## config.mk

```make
export PLATFORM = sky130hd
export DESIGN_NAME = cobc_bank
export DESIGN_NICKNAME = d
export VERILOG_FILES = /design/src/shared/cobc_pkg.sv /design/src/cobc_out_decode.sv /design/src/cobc_bank.sv
export SDC_FILE = /design/constraint.sdc
export NUM_CORES = 1
export LEC_CHECK = 0
export BUFFER_PORTS_ARGS = -buffer_cell sky130_fd_sc_hd__buf_4
export CELL_PAD_IN_SITES_DETAIL_PLACEMENT = 0
export CELL_PAD_IN_SITES_GLOBAL_PLACEMENT = 1
export CORE_MARGIN = 4
export CORE_UTILIZATION = 45
export CTS_BUF_LIST = sky130_fd_sc_hd__clkbuf_8
export CTS_CLUSTER_SIZE = 14
export DETAILED_ROUTE_END_ITERATION = 7
export PLACE_DENSITY = 0.9
export SLEW_MARGIN = 20
export SYNTH_ARGS = -nofsm -noshare
export SYNTH_HDL_FRONTEND = slang
export SYNTH_SLANG_ARGS = --single-unit
```

## constraint.sdc

```tcl
create_clock -name clk_i -period 5.1 [get_ports clk_i]
set_clock_uncertainty 0.1 [all_clocks]
set_input_delay 1.02 -clock clk_i [delete_from_list [all_inputs] [get_ports clk_i]]
set_output_delay 1.02 -clock clk_i [all_outputs]
set_load 0.03 [all_outputs]
```

## src/shared/cobc_pkg.sv

```systemverilog
// Purpose: shared constants and types for the clock output bank configuration block
// Assumes: byte-wide register port fed by the serial programming front end
// Notes:   offsets are the device byte addresses of the bank
`default_nettype none
package cobc_pkg;
  localparam int unsigned COBC_NUM_REGS = 8;
  // register byte addresses
  localparam logic [7:0] COBC_OFS_BASE          = 8'h58;
  localparam logic [7:0] COBC_OFS_OUTPUT_PAIR_FIVE_CONTROL  = 8'h58;
  localparam logic [7:0] COBC_OFS_OUTPUT_PAIR_FIVE_LOWMODE  = 8'h59;
  localparam logic [7:0] COBC_OFS_OUTPUT_PAIR_FIVE_HIGH0    = 8'h5A;
  localparam logic [7:0] COBC_OFS_OUTPUT_PAIR_FIVE_HIGH1    = 8'h5B;
  localparam logic [7:0] COBC_OFS_OUTPUT_SIX_CONTROL  = 8'h5C;
  localparam logic [7:0] COBC_OFS_OUTPUT_SIX_LOWMODE  = 8'h5D;
  localparam logic [7:0] COBC_OFS_OUTPUT_SIX_HIGH0    = 8'h5E;
  localparam logic [7:0] COBC_OFS_OUTPUT_SIX_HIGH1    = 8'h5F;
  localparam logic [7:0] COBC_OFS_LAST          = 8'h5F;
  // register indices inside the bank
  localparam int unsigned COBC_IX_CTRL  = 0;
  localparam int unsigned COBC_IX_LOW   = 1;
  localparam int unsigned COBC_IX_HIGH0 = 2;
  localparam int unsigned COBC_IX_HIGH1 = 3;
  localparam int unsigned COBC_IX_OUTPUT_SIX  = 4;
  // reset values, index order from COBC_OFS_BASE
  localparam logic [7:0] COBC_RST_OUTPUT_PAIR_FIVE_CONTROL = 8'h0C;
  localparam logic [7:0] COBC_RST_LOWMODE      = 8'hBB;
  localparam logic [7:0] COBC_RST_HIGH         = 8'h00;
  localparam logic [7:0] COBC_RST_OUTPUT_SIX_CONTROL = 8'h03;
  localparam logic [7:0] COBC_RST_UNMAPPED     = 8'h00;
  // control register fields
  localparam int unsigned COBC_F_OFF_HI   = 7;
  localparam int unsigned COBC_F_OFF_LO   = 6;
  localparam int unsigned COBC_F_EDGE_HI  = 5;
  localparam int unsigned COBC_F_EDGE_LO  = 4;
  localparam int unsigned COBC_F_INVERT   = 2;
  localparam int unsigned COBC_F_IOSTD_HI = 1;
  localparam int unsigned COBC_F_IOSTD_LO = 0;
  // low/mode register fields
  localparam int unsigned COBC_F_DIV1_HI  = 7;
  localparam int unsigned COBC_F_DIV1_LO  = 6;
  localparam int unsigned COBC_F_MODE1_HI = 5;
  localparam int unsigned COBC_F_MODE1_LO = 4;
  localparam int unsigned COBC_F_DIV0_HI  = 3;
  localparam int unsigned COBC_F_DIV0_LO  = 2;
  localparam int unsigned COBC_F_MODE0_HI = 1;
  localparam int unsigned COBC_F_MODE0_LO = 0;
  // codes
  localparam logic [1:0] COBC_MODE_DISABLED = 2'h0;
  localparam logic [1:0] COBC_OFF_PARK_LOW  = 2'h2;
  localparam logic [1:0] COBC_OFF_PARK_HIGH = 2'h3;
  localparam logic [1:0] COBC_EDGE_FASTEST  = 2'h0;
  localparam logic [1:0] COBC_IOSTD_LVTTL   = 2'h0;
  localparam logic [1:0] COBC_IOSTD_LVDS    = 2'h1;
  localparam logic [1:0] COBC_IOSTD_LVPECL  = 2'h2;
  localparam logic [9:0] COBC_DIV_DEFAULT   = 10'h002;

  // settings presented to one output's pad and divider
  typedef struct packed {
    logic       divider_on;  // divide mode of active set non-zero
    logic [1:0] div_mode;
    logic [9:0] div_value;
    logic [1:0] edge_rate;   // 00 2.75, 01 2, 10 1.25, 11 0.7 V/ns
    logic [1:0] io_std;      // 00 lvttl, 01 lvds, 10 lvpecl
    logic       invert;
    logic       drive_en;    // pad driven
    logic       drive_level; // level while parked
    logic       running;     // clock passes to the pad
  } cobc_out_t;
endpackage
`default_nettype wire

```

## src/cobc_out_decode.sv

```systemverilog
// Purpose: turns one output's register bytes into registered pad and divider settings
// Assumes: control, low/mode and two high bytes come straight from the bank
// Notes:   HAS_IO_STD is zero for a single-ended output
`default_nettype none
module cobc_out_decode #(
  parameter bit HAS_IO_STD = 1'b1,
  parameter bit HAS_INVERT = 1'b0
) (
  input  wire logic            clk_i,
  input  wire logic            sys_rst_i,
  input  wire logic [7:0]      ctrl_i,
  input  wire logic [7:0]      lowmode_i,
  input  wire logic [7:0]      high0_i,
  input  wire logic [7:0]      high1_i,
  input  wire logic            use_set_one_i,
  input  wire logic            enable_bit_i,
  input  wire logic            shutdown_oe_pin_i,
  output cobc_pkg::cobc_out_t  cfg_o
);
  cobc_pkg::cobc_out_t cfg_next;
  logic [1:0]          mode_sel;
  logic [1:0]          off_sel;

  always_comb begin
    cfg_next = '0;
    // each set keeps its own high byte and low bits
    if (use_set_one_i) begin
      mode_sel           = lowmode_i[cobc_pkg::COBC_F_MODE1_HI:cobc_pkg::COBC_F_MODE1_LO];
      cfg_next.div_value = {high1_i,
                            lowmode_i[cobc_pkg::COBC_F_DIV1_HI:cobc_pkg::COBC_F_DIV1_LO]};
    end else begin
      mode_sel           = lowmode_i[cobc_pkg::COBC_F_MODE0_HI:cobc_pkg::COBC_F_MODE0_LO];
      cfg_next.div_value = {high0_i,
                            lowmode_i[cobc_pkg::COBC_F_DIV0_HI:cobc_pkg::COBC_F_DIV0_LO]};
    end
    cfg_next.div_mode   = mode_sel;
    cfg_next.divider_on = (mode_sel != cobc_pkg::COBC_MODE_DISABLED);
    cfg_next.edge_rate  = ctrl_i[cobc_pkg::COBC_F_EDGE_HI:cobc_pkg::COBC_F_EDGE_LO];
    cfg_next.io_std     = HAS_IO_STD ?
                          ctrl_i[cobc_pkg::COBC_F_IOSTD_HI:cobc_pkg::COBC_F_IOSTD_LO] :
                          cobc_pkg::COBC_IOSTD_LVTTL;
    cfg_next.invert     = HAS_INVERT & ctrl_i[cobc_pkg::COBC_F_INVERT];
    cfg_next.running    = cfg_next.divider_on & enable_bit_i & shutdown_oe_pin_i;
    off_sel             = ctrl_i[cobc_pkg::COBC_F_OFF_HI:cobc_pkg::COBC_F_OFF_LO];
    // a stopped output floats unless a park level is chosen
    if (cfg_next.running) begin
      cfg_next.drive_en    = 1'b1;
      cfg_next.drive_level = 1'b0;
    end else begin
      cfg_next.drive_en    = (off_sel == cobc_pkg::COBC_OFF_PARK_LOW) ||
                             (off_sel == cobc_pkg::COBC_OFF_PARK_HIGH);
      cfg_next.drive_level = (off_sel == cobc_pkg::COBC_OFF_PARK_HIGH);
    end
  end

  always_ff @(posedge clk_i) begin
    if (sys_rst_i) begin
      cfg_o <= '0;
    end else begin
      cfg_o <= cfg_next;
    end
  end
endmodule
`default_nettype wire

```

## src/cobc_bank.sv

```systemverilog
// Purpose: register bank for output pair five and output six settings
// Assumes: byte port driven by the serial programming front end, one access per cycle
// Notes:   settings reach the pads two edges after a write
//
// Contract
// - pair five edge rate code selects 2.75, 2, 1.25 or 0.7 V/ns; 00 default.
// - pair five stopped: 0x floats (default), 10 parks low, 11 parks high.
// - pair five standard: 00 lvttl default, 01 lvds, 10 lvpecl, 11 reserved.
// - pair five divider holds one value per set; default divide value is 2.
// - each divider keeps two stored sets, chosen in multi config mode.
// - output six invert bit: 0 non-inverted default, 1 inverted.
// - output six edge rate code selects 2.75, 2, 1.25 or 0.7 V/ns.
// - output six stopped: 0x floats (default), 10 drives low, 11 high.
// - output six divider holds one value per set; default value is 2.
// - divide mode 00 stops the divider and so the output.
`default_nettype none
module cobc_bank (
  input  wire logic            clk_i,
  input  wire logic            sys_rst_i,
  input  wire logic            wr_en_i,
  input  wire logic            rd_en_i,
  input  wire logic [7:0]      addr_i,
  input  wire logic [7:0]      wdata_i,
  output logic [7:0]           rdata_o,
  input  wire logic            multi_config_mode_i,
  input  wire logic            setting_set_one_i,
  input  wire logic            pair_five_enable_bit_i,
  input  wire logic            out_six_enable_bit_i,
  input  wire logic            shutdown_oe_pin_i,
  output cobc_pkg::cobc_out_t  pair_five_cfg_o,
  output cobc_pkg::cobc_out_t  out_six_cfg_o
);
  localparam logic [7:0] RST_TABLE [cobc_pkg::COBC_NUM_REGS] = '{
    cobc_pkg::COBC_RST_OUTPUT_PAIR_FIVE_CONTROL, cobc_pkg::COBC_RST_LOWMODE,
    cobc_pkg::COBC_RST_HIGH,         cobc_pkg::COBC_RST_HIGH,
    cobc_pkg::COBC_RST_OUTPUT_SIX_CONTROL, cobc_pkg::COBC_RST_LOWMODE,
    cobc_pkg::COBC_RST_HIGH,         cobc_pkg::COBC_RST_HIGH};

  logic [7:0] bank_reg [cobc_pkg::COBC_NUM_REGS];
  logic       hit;
  logic [2:0] index;
  logic       use_set_one;

  assign hit         = (addr_i >= cobc_pkg::COBC_OFS_BASE) && (addr_i <= cobc_pkg::COBC_OFS_LAST);
  assign index       = 3'(addr_i - cobc_pkg::COBC_OFS_BASE);
  // outside multi config mode the device runs from set zero only
  assign use_set_one = multi_config_mode_i & setting_set_one_i;

  // reserved bits are stored as written; keeping them is up to software
  genvar g;
  generate
    for (g = 0; g < cobc_pkg::COBC_NUM_REGS; g++) begin : g_reg
      always_ff @(posedge clk_i) begin
        if (sys_rst_i) begin
          bank_reg[g] <= RST_TABLE[g];
        end else if (wr_en_i && hit && (index == 3'(g))) begin
          bank_reg[g] <= wdata_i;
        end
      end
    end
  endgenerate

  always_ff @(posedge clk_i) begin
    if (sys_rst_i) begin
      rdata_o <= cobc_pkg::COBC_RST_UNMAPPED;
    end else if (rd_en_i) begin
      rdata_o <= hit ? bank_reg[index] : cobc_pkg::COBC_RST_UNMAPPED;
    end
  end

  cobc_out_decode #(
    .HAS_IO_STD (1'b1),
    .HAS_INVERT (1'b0)
  ) u_pair_five (
    .clk_i             (clk_i),
    .sys_rst_i         (sys_rst_i),
    .ctrl_i            (bank_reg[cobc_pkg::COBC_IX_CTRL]),
    .lowmode_i         (bank_reg[cobc_pkg::COBC_IX_LOW]),
    .high0_i           (bank_reg[cobc_pkg::COBC_IX_HIGH0]),
    .high1_i           (bank_reg[cobc_pkg::COBC_IX_HIGH1]),
    .use_set_one_i     (use_set_one),
    .enable_bit_i      (pair_five_enable_bit_i),
    .shutdown_oe_pin_i (shutdown_oe_pin_i),
    .cfg_o             (pair_five_cfg_o)
  );

  cobc_out_decode #(
    .HAS_IO_STD (1'b0),
    .HAS_INVERT (1'b1)
  ) u_out_six (
    .clk_i             (clk_i),
    .sys_rst_i         (sys_rst_i),
    .ctrl_i            (bank_reg[cobc_pkg::COBC_IX_OUTPUT_SIX + cobc_pkg::COBC_IX_CTRL]),
    .lowmode_i         (bank_reg[cobc_pkg::COBC_IX_OUTPUT_SIX + cobc_pkg::COBC_IX_LOW]),
    .high0_i           (bank_reg[cobc_pkg::COBC_IX_OUTPUT_SIX + cobc_pkg::COBC_IX_HIGH0]),
    .high1_i           (bank_reg[cobc_pkg::COBC_IX_OUTPUT_SIX + cobc_pkg::COBC_IX_HIGH1]),
    .use_set_one_i     (use_set_one),
    .enable_bit_i      (out_six_enable_bit_i),
    .shutdown_oe_pin_i (shutdown_oe_pin_i),
    .cfg_o             (out_six_cfg_o)
  );

  // helper views for the checks below
  logic [7:0] c5;
  logic [7:0] l5;
  logic [7:0] c6;
  logic [7:0] l6;
  logic [9:0] div5_set0;
  logic [9:0] div6_set0;
  logic [9:0] div5_set1;
  logic [9:0] div6_set1;
  logic [1:0] off5;
  logic [1:0] std5;
  logic [1:0] mode5_set0;
  logic [1:0] off6;
  logic [1:0] edge6;
  logic       out_six_invert;
  logic [1:0] mode6_set0;
  logic [1:0] edge_wdata;
  assign c5         = bank_reg[cobc_pkg::COBC_IX_CTRL];
  assign l5         = bank_reg[cobc_pkg::COBC_IX_LOW];
  assign c6         = bank_reg[cobc_pkg::COBC_IX_OUTPUT_SIX + cobc_pkg::COBC_IX_CTRL];
  assign l6         = bank_reg[cobc_pkg::COBC_IX_OUTPUT_SIX + cobc_pkg::COBC_IX_LOW];
  assign div5_set0  = {bank_reg[cobc_pkg::COBC_IX_HIGH0],
                       l5[cobc_pkg::COBC_F_DIV0_HI:cobc_pkg::COBC_F_DIV0_LO]};
  assign div6_set0  = {bank_reg[cobc_pkg::COBC_IX_OUTPUT_SIX + cobc_pkg::COBC_IX_HIGH0],
                       l6[cobc_pkg::COBC_F_DIV0_HI:cobc_pkg::COBC_F_DIV0_LO]};
  assign div5_set1  = {bank_reg[cobc_pkg::COBC_IX_HIGH1],
                       l5[cobc_pkg::COBC_F_DIV1_HI:cobc_pkg::COBC_F_DIV1_LO]};
  assign div6_set1  = {bank_reg[cobc_pkg::COBC_IX_OUTPUT_SIX + cobc_pkg::COBC_IX_HIGH1],
                       l6[cobc_pkg::COBC_F_DIV1_HI:cobc_pkg::COBC_F_DIV1_LO]};
  assign off5       = c5[cobc_pkg::COBC_F_OFF_HI:cobc_pkg::COBC_F_OFF_LO];
  assign std5       = c5[cobc_pkg::COBC_F_IOSTD_HI:cobc_pkg::COBC_F_IOSTD_LO];
  assign mode5_set0 = l5[cobc_pkg::COBC_F_MODE0_HI:cobc_pkg::COBC_F_MODE0_LO];
  assign off6       = c6[cobc_pkg::COBC_F_OFF_HI:cobc_pkg::COBC_F_OFF_LO];
  assign edge6      = c6[cobc_pkg::COBC_F_EDGE_HI:cobc_pkg::COBC_F_EDGE_LO];
  assign out_six_invert       = c6[cobc_pkg::COBC_F_INVERT];
  assign mode6_set0 = l6[cobc_pkg::COBC_F_MODE0_HI:cobc_pkg::COBC_F_MODE0_LO];
  assign edge_wdata = wdata_i[cobc_pkg::COBC_F_EDGE_HI:cobc_pkg::COBC_F_EDGE_LO];

  property p_edge5;
    @(posedge clk_i) disable iff (sys_rst_i)
      wr_en_i && addr_i == cobc_pkg::COBC_OFS_OUTPUT_PAIR_FIVE_CONTROL |-> ##2
        pair_five_cfg_o.edge_rate == $past(edge_wdata, 2);
  endproperty
  a_edge5: assert property (p_edge5) else $error("pair five edge rate not applied");

  property p_park5;
    @(posedge clk_i) disable iff (sys_rst_i)
      !pair_five_enable_bit_i && off5 == cobc_pkg::COBC_OFF_PARK_HIGH |=>
        pair_five_cfg_o.drive_en && pair_five_cfg_o.drive_level;
  endproperty
  a_park5: assert property (p_park5) else $error("pair five not parked high");

  property p_iostd5;
    @(posedge clk_i) disable iff (sys_rst_i)
      1'b1 |=> pair_five_cfg_o.io_std == $past(std5);
  endproperty
  a_iostd5: assert property (p_iostd5) else $error("pair five io standard wrong");

  property p_div_default;
    @(posedge clk_i) $fell(sys_rst_i) |->
      div5_set0 == cobc_pkg::COBC_DIV_DEFAULT && div6_set0 == cobc_pkg::COBC_DIV_DEFAULT;
  endproperty
  a_div_default: assert property (p_div_default) else $error("divider default not 2");

  property p_set_one;
    @(posedge clk_i) disable iff (sys_rst_i)
      multi_config_mode_i && setting_set_one_i |=>
        pair_five_cfg_o.div_value ==
          $past(div5_set1);
  endproperty
  a_set_one: assert property (p_set_one) else $error("set one divider not selected");

  property p_invert6;
    @(posedge clk_i) disable iff (sys_rst_i)
      $changed(out_six_invert) |=> out_six_cfg_o.invert == $past(out_six_invert) && !pair_five_cfg_o.invert;
  endproperty
  a_invert6: assert property (p_invert6) else $error("output six invert wrong");

  property p_edge6;
    @(posedge clk_i) disable iff (sys_rst_i)
      ##1 out_six_cfg_o.edge_rate == $past(edge6);
  endproperty
  a_edge6: assert property (p_edge6) else $error("output six edge rate wrong");

  property p_float6;
    @(posedge clk_i) disable iff (sys_rst_i)
      !shutdown_oe_pin_i && off6 != cobc_pkg::COBC_OFF_PARK_LOW &&
      off6 != cobc_pkg::COBC_OFF_PARK_HIGH |=> !out_six_cfg_o.drive_en;
  endproperty
  a_float6: assert property (p_float6) else $error("output six not floating");

  property p_mode_off;
    @(posedge clk_i) disable iff (sys_rst_i)
      !use_set_one && mode6_set0 == cobc_pkg::COBC_MODE_DISABLED |=>
        !out_six_cfg_o.divider_on && !out_six_cfg_o.running;
  endproperty
  a_mode_off: assert property (p_mode_off) else $error("disabled divider still running");

  property p_park_low6;
    @(posedge clk_i) disable iff (sys_rst_i)
      !out_six_enable_bit_i && off6 == cobc_pkg::COBC_OFF_PARK_LOW |=>
        out_six_cfg_o.drive_en && !out_six_cfg_o.drive_level;
  endproperty
  a_park_low6: assert property (p_park_low6) else $error("output six not driven low");

  property p_mode_off5;
    @(posedge clk_i) disable iff (sys_rst_i)
      !use_set_one && mode5_set0 == cobc_pkg::COBC_MODE_DISABLED |=>
        !pair_five_cfg_o.divider_on && !pair_five_cfg_o.running;
  endproperty
  a_mode_off5: assert property (p_mode_off5) else $error("pair five still running");

  property p_set_zero;
    @(posedge clk_i) disable iff (sys_rst_i)
      !use_set_one |=> pair_five_cfg_o.div_value == $past(div5_set0) &&
        out_six_cfg_o.div_value == $past(div6_set0);
  endproperty
  a_set_zero: assert property (p_set_zero) else $error("set zero divider not selected");

  property p_set_one6;
    @(posedge clk_i) disable iff (sys_rst_i)
      use_set_one |=> out_six_cfg_o.div_value == $past(div6_set1);
  endproperty
  a_set_one6: assert property (p_set_one6) else $error("output six set one divider wrong");

  c_write_read: cover property (@(posedge clk_i) disable iff (sys_rst_i)
    wr_en_i && hit ##1 rd_en_i && hit);
  c_park_low:   cover property (@(posedge clk_i) disable iff (sys_rst_i)
    out_six_cfg_o.drive_en && !out_six_cfg_o.running && !out_six_cfg_o.drive_level);
  c_set_switch: cover property (@(posedge clk_i) disable iff (sys_rst_i)
    $rose(use_set_one) ##2 pair_five_cfg_o.running);
  c_invert6:    cover property (@(posedge clk_i) disable iff (sys_rst_i)
    out_six_cfg_o.invert && out_six_cfg_o.running);
  c_lvds5:      cover property (@(posedge clk_i) disable iff (sys_rst_i)
    pair_five_cfg_o.io_std == cobc_pkg::COBC_IOSTD_LVDS && pair_five_cfg_o.running);
endmodule
`default_nettype wire

```

==> results.sh, run 1 <==
export IMPL_status="completed"
export IMPL_rsz0062_at_grt="false"
export IMPL_fin_crit_ns=2.990
export IMPL_maxCapViolCount=0
export IMPL_cts_root_buffer="clkbuf_8"
export IMPL_muxShareOfSynthArea_pct=8.209
export IMPL_initial_core_util_pct=46.16
export IMPL_ir_drop_mv=0.1822
export IMPL_wl_met1_mm=4.257
export IMPL_synth_adder_area_share_pct=0
export IMPL_core_area_um2=9774
export IMPL_slew_violations=0
export IMPL_synth_compound_area_share_pct=4.964
export IMPL_synth_area_um2=4512
export IMPL_ys_seq_elements=111
export IMPL_io_pins=75
export IMPL_drt_iter0_markers=302
export IMPL_period_share_pct=58.62
export IMPL_viasPerCell=5.440
export IMPL_worstSetupEndpointType="register"
export IMPL_diodes=0
export IMPL_place_congestion=0.8533
export IMPL_path_max_fanout=18
export IMPL_synthCells=390
export IMPL_dr_pass1_iters=6
export IMPL_die_h_um=108.1
export IMPL_grtUsageTotal_pct=19.25
export IMPL_dp_cells=570
export IMPL_area_growth_pct=17.69
export IMPL_cts_made_buffers=9
export IMPL_layout_common_cells="nand2_1, buf_4, edfxtp_1, nor2_1, dfxtp_1"
export IMPL_fmax_mhz=334.5
export IMPL_tritoncts="yes"
export IMPL_post_cts_buffers=0
export IMPL_rows=36
export IMPL_cts_hold_buf=0
export IMPL_cts_sinks=111
export IMPL_hpwlAfterDp_mm=8.097
export IMPL_synth_top_family_by_area="simple AND/OR/NAND/NOR gates"
export IMPL_cts_buffer_depth=2
export IMPL_met3WireLength_mm=1.010
export IMPL_stdcell_count=586
export IMPL_dr_total_vias=3188
export IMPL_finalHoldViolations=0
export IMPL_htreeDepth=3
export IMPL_stdcell_area_um2=5310
export IMPL_ant_nets=0
export IMPL_worst_slew_pin_slew_ns=1.022
export IMPL_wl_mm=10.99
export IMPL_layout_commonest_cell="nand2_1"
export IMPL_grt_first_pass_wirelength_mm=16.50
export IMPL_dpl_cell_area_um2=5087
export IMPL_yosys_cell_types_count=31
export IMPL_whs_ns=0.3645
export IMPL_required_ns=5.00
export IMPL_grt_pass1_vias=3087
export IMPL_worstSetupPathType="primary input to register"
export IMPL_power_density_nw_per_um2=335.9
export IMPL_route_met2_wl_mm=5.420
export IMPL_p_leak_uw=0.001976
export IMPL_setup_viol=0
export IMPL_clk_pin_slew_worst_paths_ns=0.09
export IMPL_fin_tns_setup_ns=0
export IMPL_grt_overflow_total=0
export IMPL_synth_seq_area_share_pct=63.45
export IMPL_antenna_found_initial=0
export IMPL_syn_avg_cell_area_um2=11.57
export IMPL_clock_latency_ns=0.36
export IMPL_dieArea_um2=11690
export IMPL_cts_resized=0
export IMPL_synthXorXnorAreaFrac_pct=0
export IMPL_cp_start_kind="primary input"
export IMPL_wl_per_cell_um=18.75
export IMPL_drc=0
export IMPL_nets=473
export IMPL_top_layer="met4"
export IMPL_port_buffers=71
export IMPL_crit_arrival_ns=2.89
export IMPL_hold_path_class="register to register"
export IMPL_ys_warnings_count=0
export IMPL_largest_reg_flops=64
export IMPL_relSlewSlack_pct=31.89
export IMPL_drive_above_1_share_pct=23.40
export IMPL_synth_simple_area_share_pct=20.05
export IMPL_grt_max_degree=57
export IMPL_die_width_um=108.1
-- critical path, stage by stage --
cell	delay [ns]
buf_4	0.10
and4bb_2	0.35
nand3_2	0.10
or3b_2	0.66
o21bai_1	0.65
-- report_power, final --
part	internal (uW)	switching (uW)	total (uW)
clock network	289	281	571
registers	991	26.8	1020
logic	74.1	121	195
total	1350	429	1780
-- stage by stage --
step	setup slack [ns]	power, uW	utilization, %
2_1_floorplan	2.141	1148	-
3_3_place_gp	1.799	1228	52.05
4_1_cts	2.155	1789	54.33
5_1_grt	2.051	1847	54.33
3_5_place_dp	1.767	1232	52.05
6_report	2.110	1783	54.33
-- per-layer routing --
layer  track usage (%)  vias to the layer above
met1             24.55                     1528
met3             3.940                       22
li1                  -                     1460
met4             7.574                        0
met5                 0                        -
met2             32.33                      178
-- synthesized netlist by cell type (all sizes together) --
cell type,number,area (um^2)
nand2,73,274.0
edfxtp,64,1922
nor2,53,198.9
dfxtp,47,940.9
a21oi,28,140.1
nand2b,21,131.4
mux4,16,360.4
buf,13,82.58
clkbuf,13,48.80
nand3,11,60.06
nor2b,11,68.82
or3,9,56.30
o21bai,8,60.06
and4b,4,40.04
inv,4,15.01
a211oi,2,15.01
nand4,2,12.51
or4,2,15.01
and2,1,6.260
and4bb,1,12.51
conb,1,3.750
mux2i,1,10.01
nand4b,1,8.760
nor3,1,5.000
o32ai,1,8.760
or2,1,6.260
or3b,1,8.760
-- kinds of logic after synthesis --
group,count (synthesis)
flip-flops,111
multiplexers,17
AO/OA/AOI/OAI,39
buffers and inverters,30
AND/OR/NAND/NOR,192
other,1
-- final timing paths --
path                  start            endpoint  slack, ns  cells past startpoint
min reg2reg      rdata_o[5]          rdata_o[5]       0.36                      2
max               addr_i[5]      bank_reg[2][1]       2.11                      5
max reg2reg  bank_reg[5][5]  u_out_six.cfg_o[1]       3.61                      4
min              rdata_o[5]          rdata_o[5]       0.36                      2
-- cell type report --
| class | instances | area [um^2] |
|---|---|---|
| Fill cell | 843 | 4464 |
| Sequential cell | 111 | 2863 |
| Multi-Input combinational cell | 251 | 1510 |
| Timing Repair Buffer | 71 | 533.0 |
| Tap cell | 133 | 166.4 |
| Clock buffer | 10 | 137.6 |
| Clock inverter | 6 | 85.08 |
| Inverter | 4 | 15.01 |
(Power assumes the default switching activity.)
==> inputs of run 2 (changes only) <==
==> constraint.sdc (replaced) <==
create_clock -name clk_i -period 2.88 [get_ports clk_i]
set_clock_uncertainty 0.1 [all_clocks]
set_input_delay 0.576 -clock clk_i [delete_from_list [all_inputs] [get_ports clk_i]]
set_output_delay 0.576 -clock clk_i [all_outputs]
set_load 0.03 [all_outputs]
==> run 2 against run 1 <==
  * Sequential power grew 76%
  * Cell count grew 2.2%
  * Design area grew 1.3%
  * Utilization grew 0.70 points
  * First-iteration DRC count shrank 7.3%
  * Clock power grew 60%
==> results.sh, run 2 (same netlist as run 1, synthesis figures left out) <==
export IMPL_cts_buffer_depth=2
export IMPL_hold_path_class="primary input to register"
export IMPL_seq_area_um2=2863
export IMPL_dieArea_um2=11690
export IMPL_wl_mm=10.89
export IMPL_cts_sinks=111
export IMPL_layout_common_cells="buf_4, nand2_1, edfxtp_1, nor2_1, dfxtp_1"
export IMPL_p_leak_uw=0.002021
export IMPL_finalHoldViolations=0
export IMPL_initial_core_util_pct=46.16
export IMPL_p_seq_share_pct=58.7
export IMPL_dpl_cell_area_um2=5185
export IMPL_multi_input_area_um2=1510
export IMPL_ff2ff_setup_slack_ns=1.38
export IMPL_ant_nets=0
export IMPL_diodes=0
export IMPL_post_cts_buffers=0
export IMPL_grt_pass1_vias=3183
export IMPL_endpoint="bank_reg[0][3]"
export IMPL_rr_startpoint="bank_reg[7][6]"
export IMPL_grt_max_degree=57
export IMPL_grt_first_pass_wirelength_mm=17.02
export IMPL_crit_arrival_ns=2.18
export IMPL_p_int_uw=2297
export IMPL_nFillCells=835
export IMPL_setup_viol=0
export IMPL_dr_pass1_iters=5
export IMPL_p_sw_share_pct=25.07
export IMPL_grtUsageTotal_pct=19.75
export IMPL_drt_iter0_markers=280
export IMPL_die_h_um=108.1
export IMPL_rsz0062_at_grt="false"
export IMPL_power_density_nw_per_um2=569.9
export IMPL_layout_commonest_cell="buf_4"
export IMPL_r2r_end="rdata_o[6]"
export IMPL_viasPerCell=5.311
export IMPL_area_growth_pct=19.22
export IMPL_fin_ws_ns=0.6832
export IMPL_cts_made_buffers=9
export IMPL_dp_slack_ns=0.3103
export IMPL_worstSetupPathType="primary input to register"
export IMPL_clk_pin_slew_worst_paths_ns=0.09
export IMPL_status="completed"
export IMPL_drc=0
export IMPL_grt_overflow_total=0
export IMPL_rr_worst_depth=3
export IMPL_worstSetupEndpointType="register"
export IMPL_tritoncts="yes"
export IMPL_slew_violations=0
export IMPL_maxCapViolCount=0
export IMPL_wl_per_cell_um=18.18
export IMPL_io_pins=75
export IMPL_core_area_um2=9774
export IMPL_ir_drop_mv=0.2221
export IMPL_port_buffers=71
export IMPL_cts_root_buffer="clkbuf_8"
export IMPL_rows=36
export IMPL_clock_latency_ns=0.37
export IMPL_antenna_found_initial=0
export IMPL_dr_total_vias=3181
export IMPL_fmax_mhz=455.2
export IMPL_worst_slew_pin_slew_ns=0.9219
export IMPL_nets=486
export IMPL_cts_hold_buf=0
export IMPL_p_switching_uw=768.4
export IMPL_die_width_um=108.1
export IMPL_critPathLaunch="addr_i[5]"
export IMPL_drive_above_1_share_pct=25.54
export IMPL_fin_crit_ns=2.197
export IMPL_pwr_share_clk_pct=29.8
export IMPL_path_max_fanout=13
export IMPL_hpwlAfterDp_mm=8.219
export IMPL_required_ns=2.87
export IMPL_cts_resized=0
export IMPL_htreeDepth=3
export IMPL_comb_power_share_pct=11.5
export IMPL_stdcell_area_um2=5379
export IMPL_period_share_pct=76.28
export IMPL_cp_start_kind="primary input"
export IMPL_place_congestion=0.8902
export IMPL_fin_tns_setup_ns=0
export IMPL_whs_ns=0.3234
export IMPL_relSlewSlack_pct=38.39
export IMPL_largest_reg_flops=64
## run 2: worst max-delay path, cell delays in order
cell,delay (ns)
buf_4,0.11
and4bb_2,0.35
nand3_2,0.12
or3_1,0.51
o21bai_1,0.31
buf_4,0.21
## run 2: power by group through the flow
stage | clock, uW | sequential [uW] | combinational (uW)
floorplan | 0 | 1880 | 149
global placement | 0 | 1830 | 350
detailed placement | 0 | 1830 | 354
CTS | 930 | 1800 | 355
global route | 998 | 1810 | 380
finish | 912 | 1800 | 354
## run 2: routing by layer
metal	track usage [%]	routed length [um]	vias up
li1	-	-	1486
met1	25.15	4138	1506
met2	33.08	5547	164
met3	2.925	848	25
met4	9.739	351	0
met5	0	0	-
## run 2: metrics by stage
step                utilization, %  total power, uW  instances
floorplan                        -             2033        392
global placement             53.05             2184        583
detailed placement           53.05             2189        583
CTS                          55.03             3083        599
global route                 55.03             3185        599
finish                       55.03             3066        599
## run 2: final cells by class
| type | instances | area share, % |
|---|---|---|
| Sequential cell | 111 | 53.22 |
| Tap cell | 133 | 3.094 |
| Clock buffer | 9 | 2.303 |
| Timing Repair Buffer | 84 | 11.72 |
| Multi-Input combinational cell | 251 | 28.08 |
| Clock inverter | 7 | 1.303 |
| Inverter | 4 | 0.2791 |
## run 2: worst min-delay path by stage
stage               cells after the start  slack, ns            endpoint            from
global placement                        2       0.34          rdata_o[4]      rdata_o[4]
finish                                  2       0.32          rdata_o[6]         rd_en_i
floorplan                               1       0.35  u_out_six.cfg_o[3]  bank_reg[4][2]
detailed placement                      2       0.35          rdata_o[5]      rdata_o[5]
global route                            2       0.32          rdata_o[6]         rd_en_i
CTS                                     2       0.31          rdata_o[6]         rd_en_i
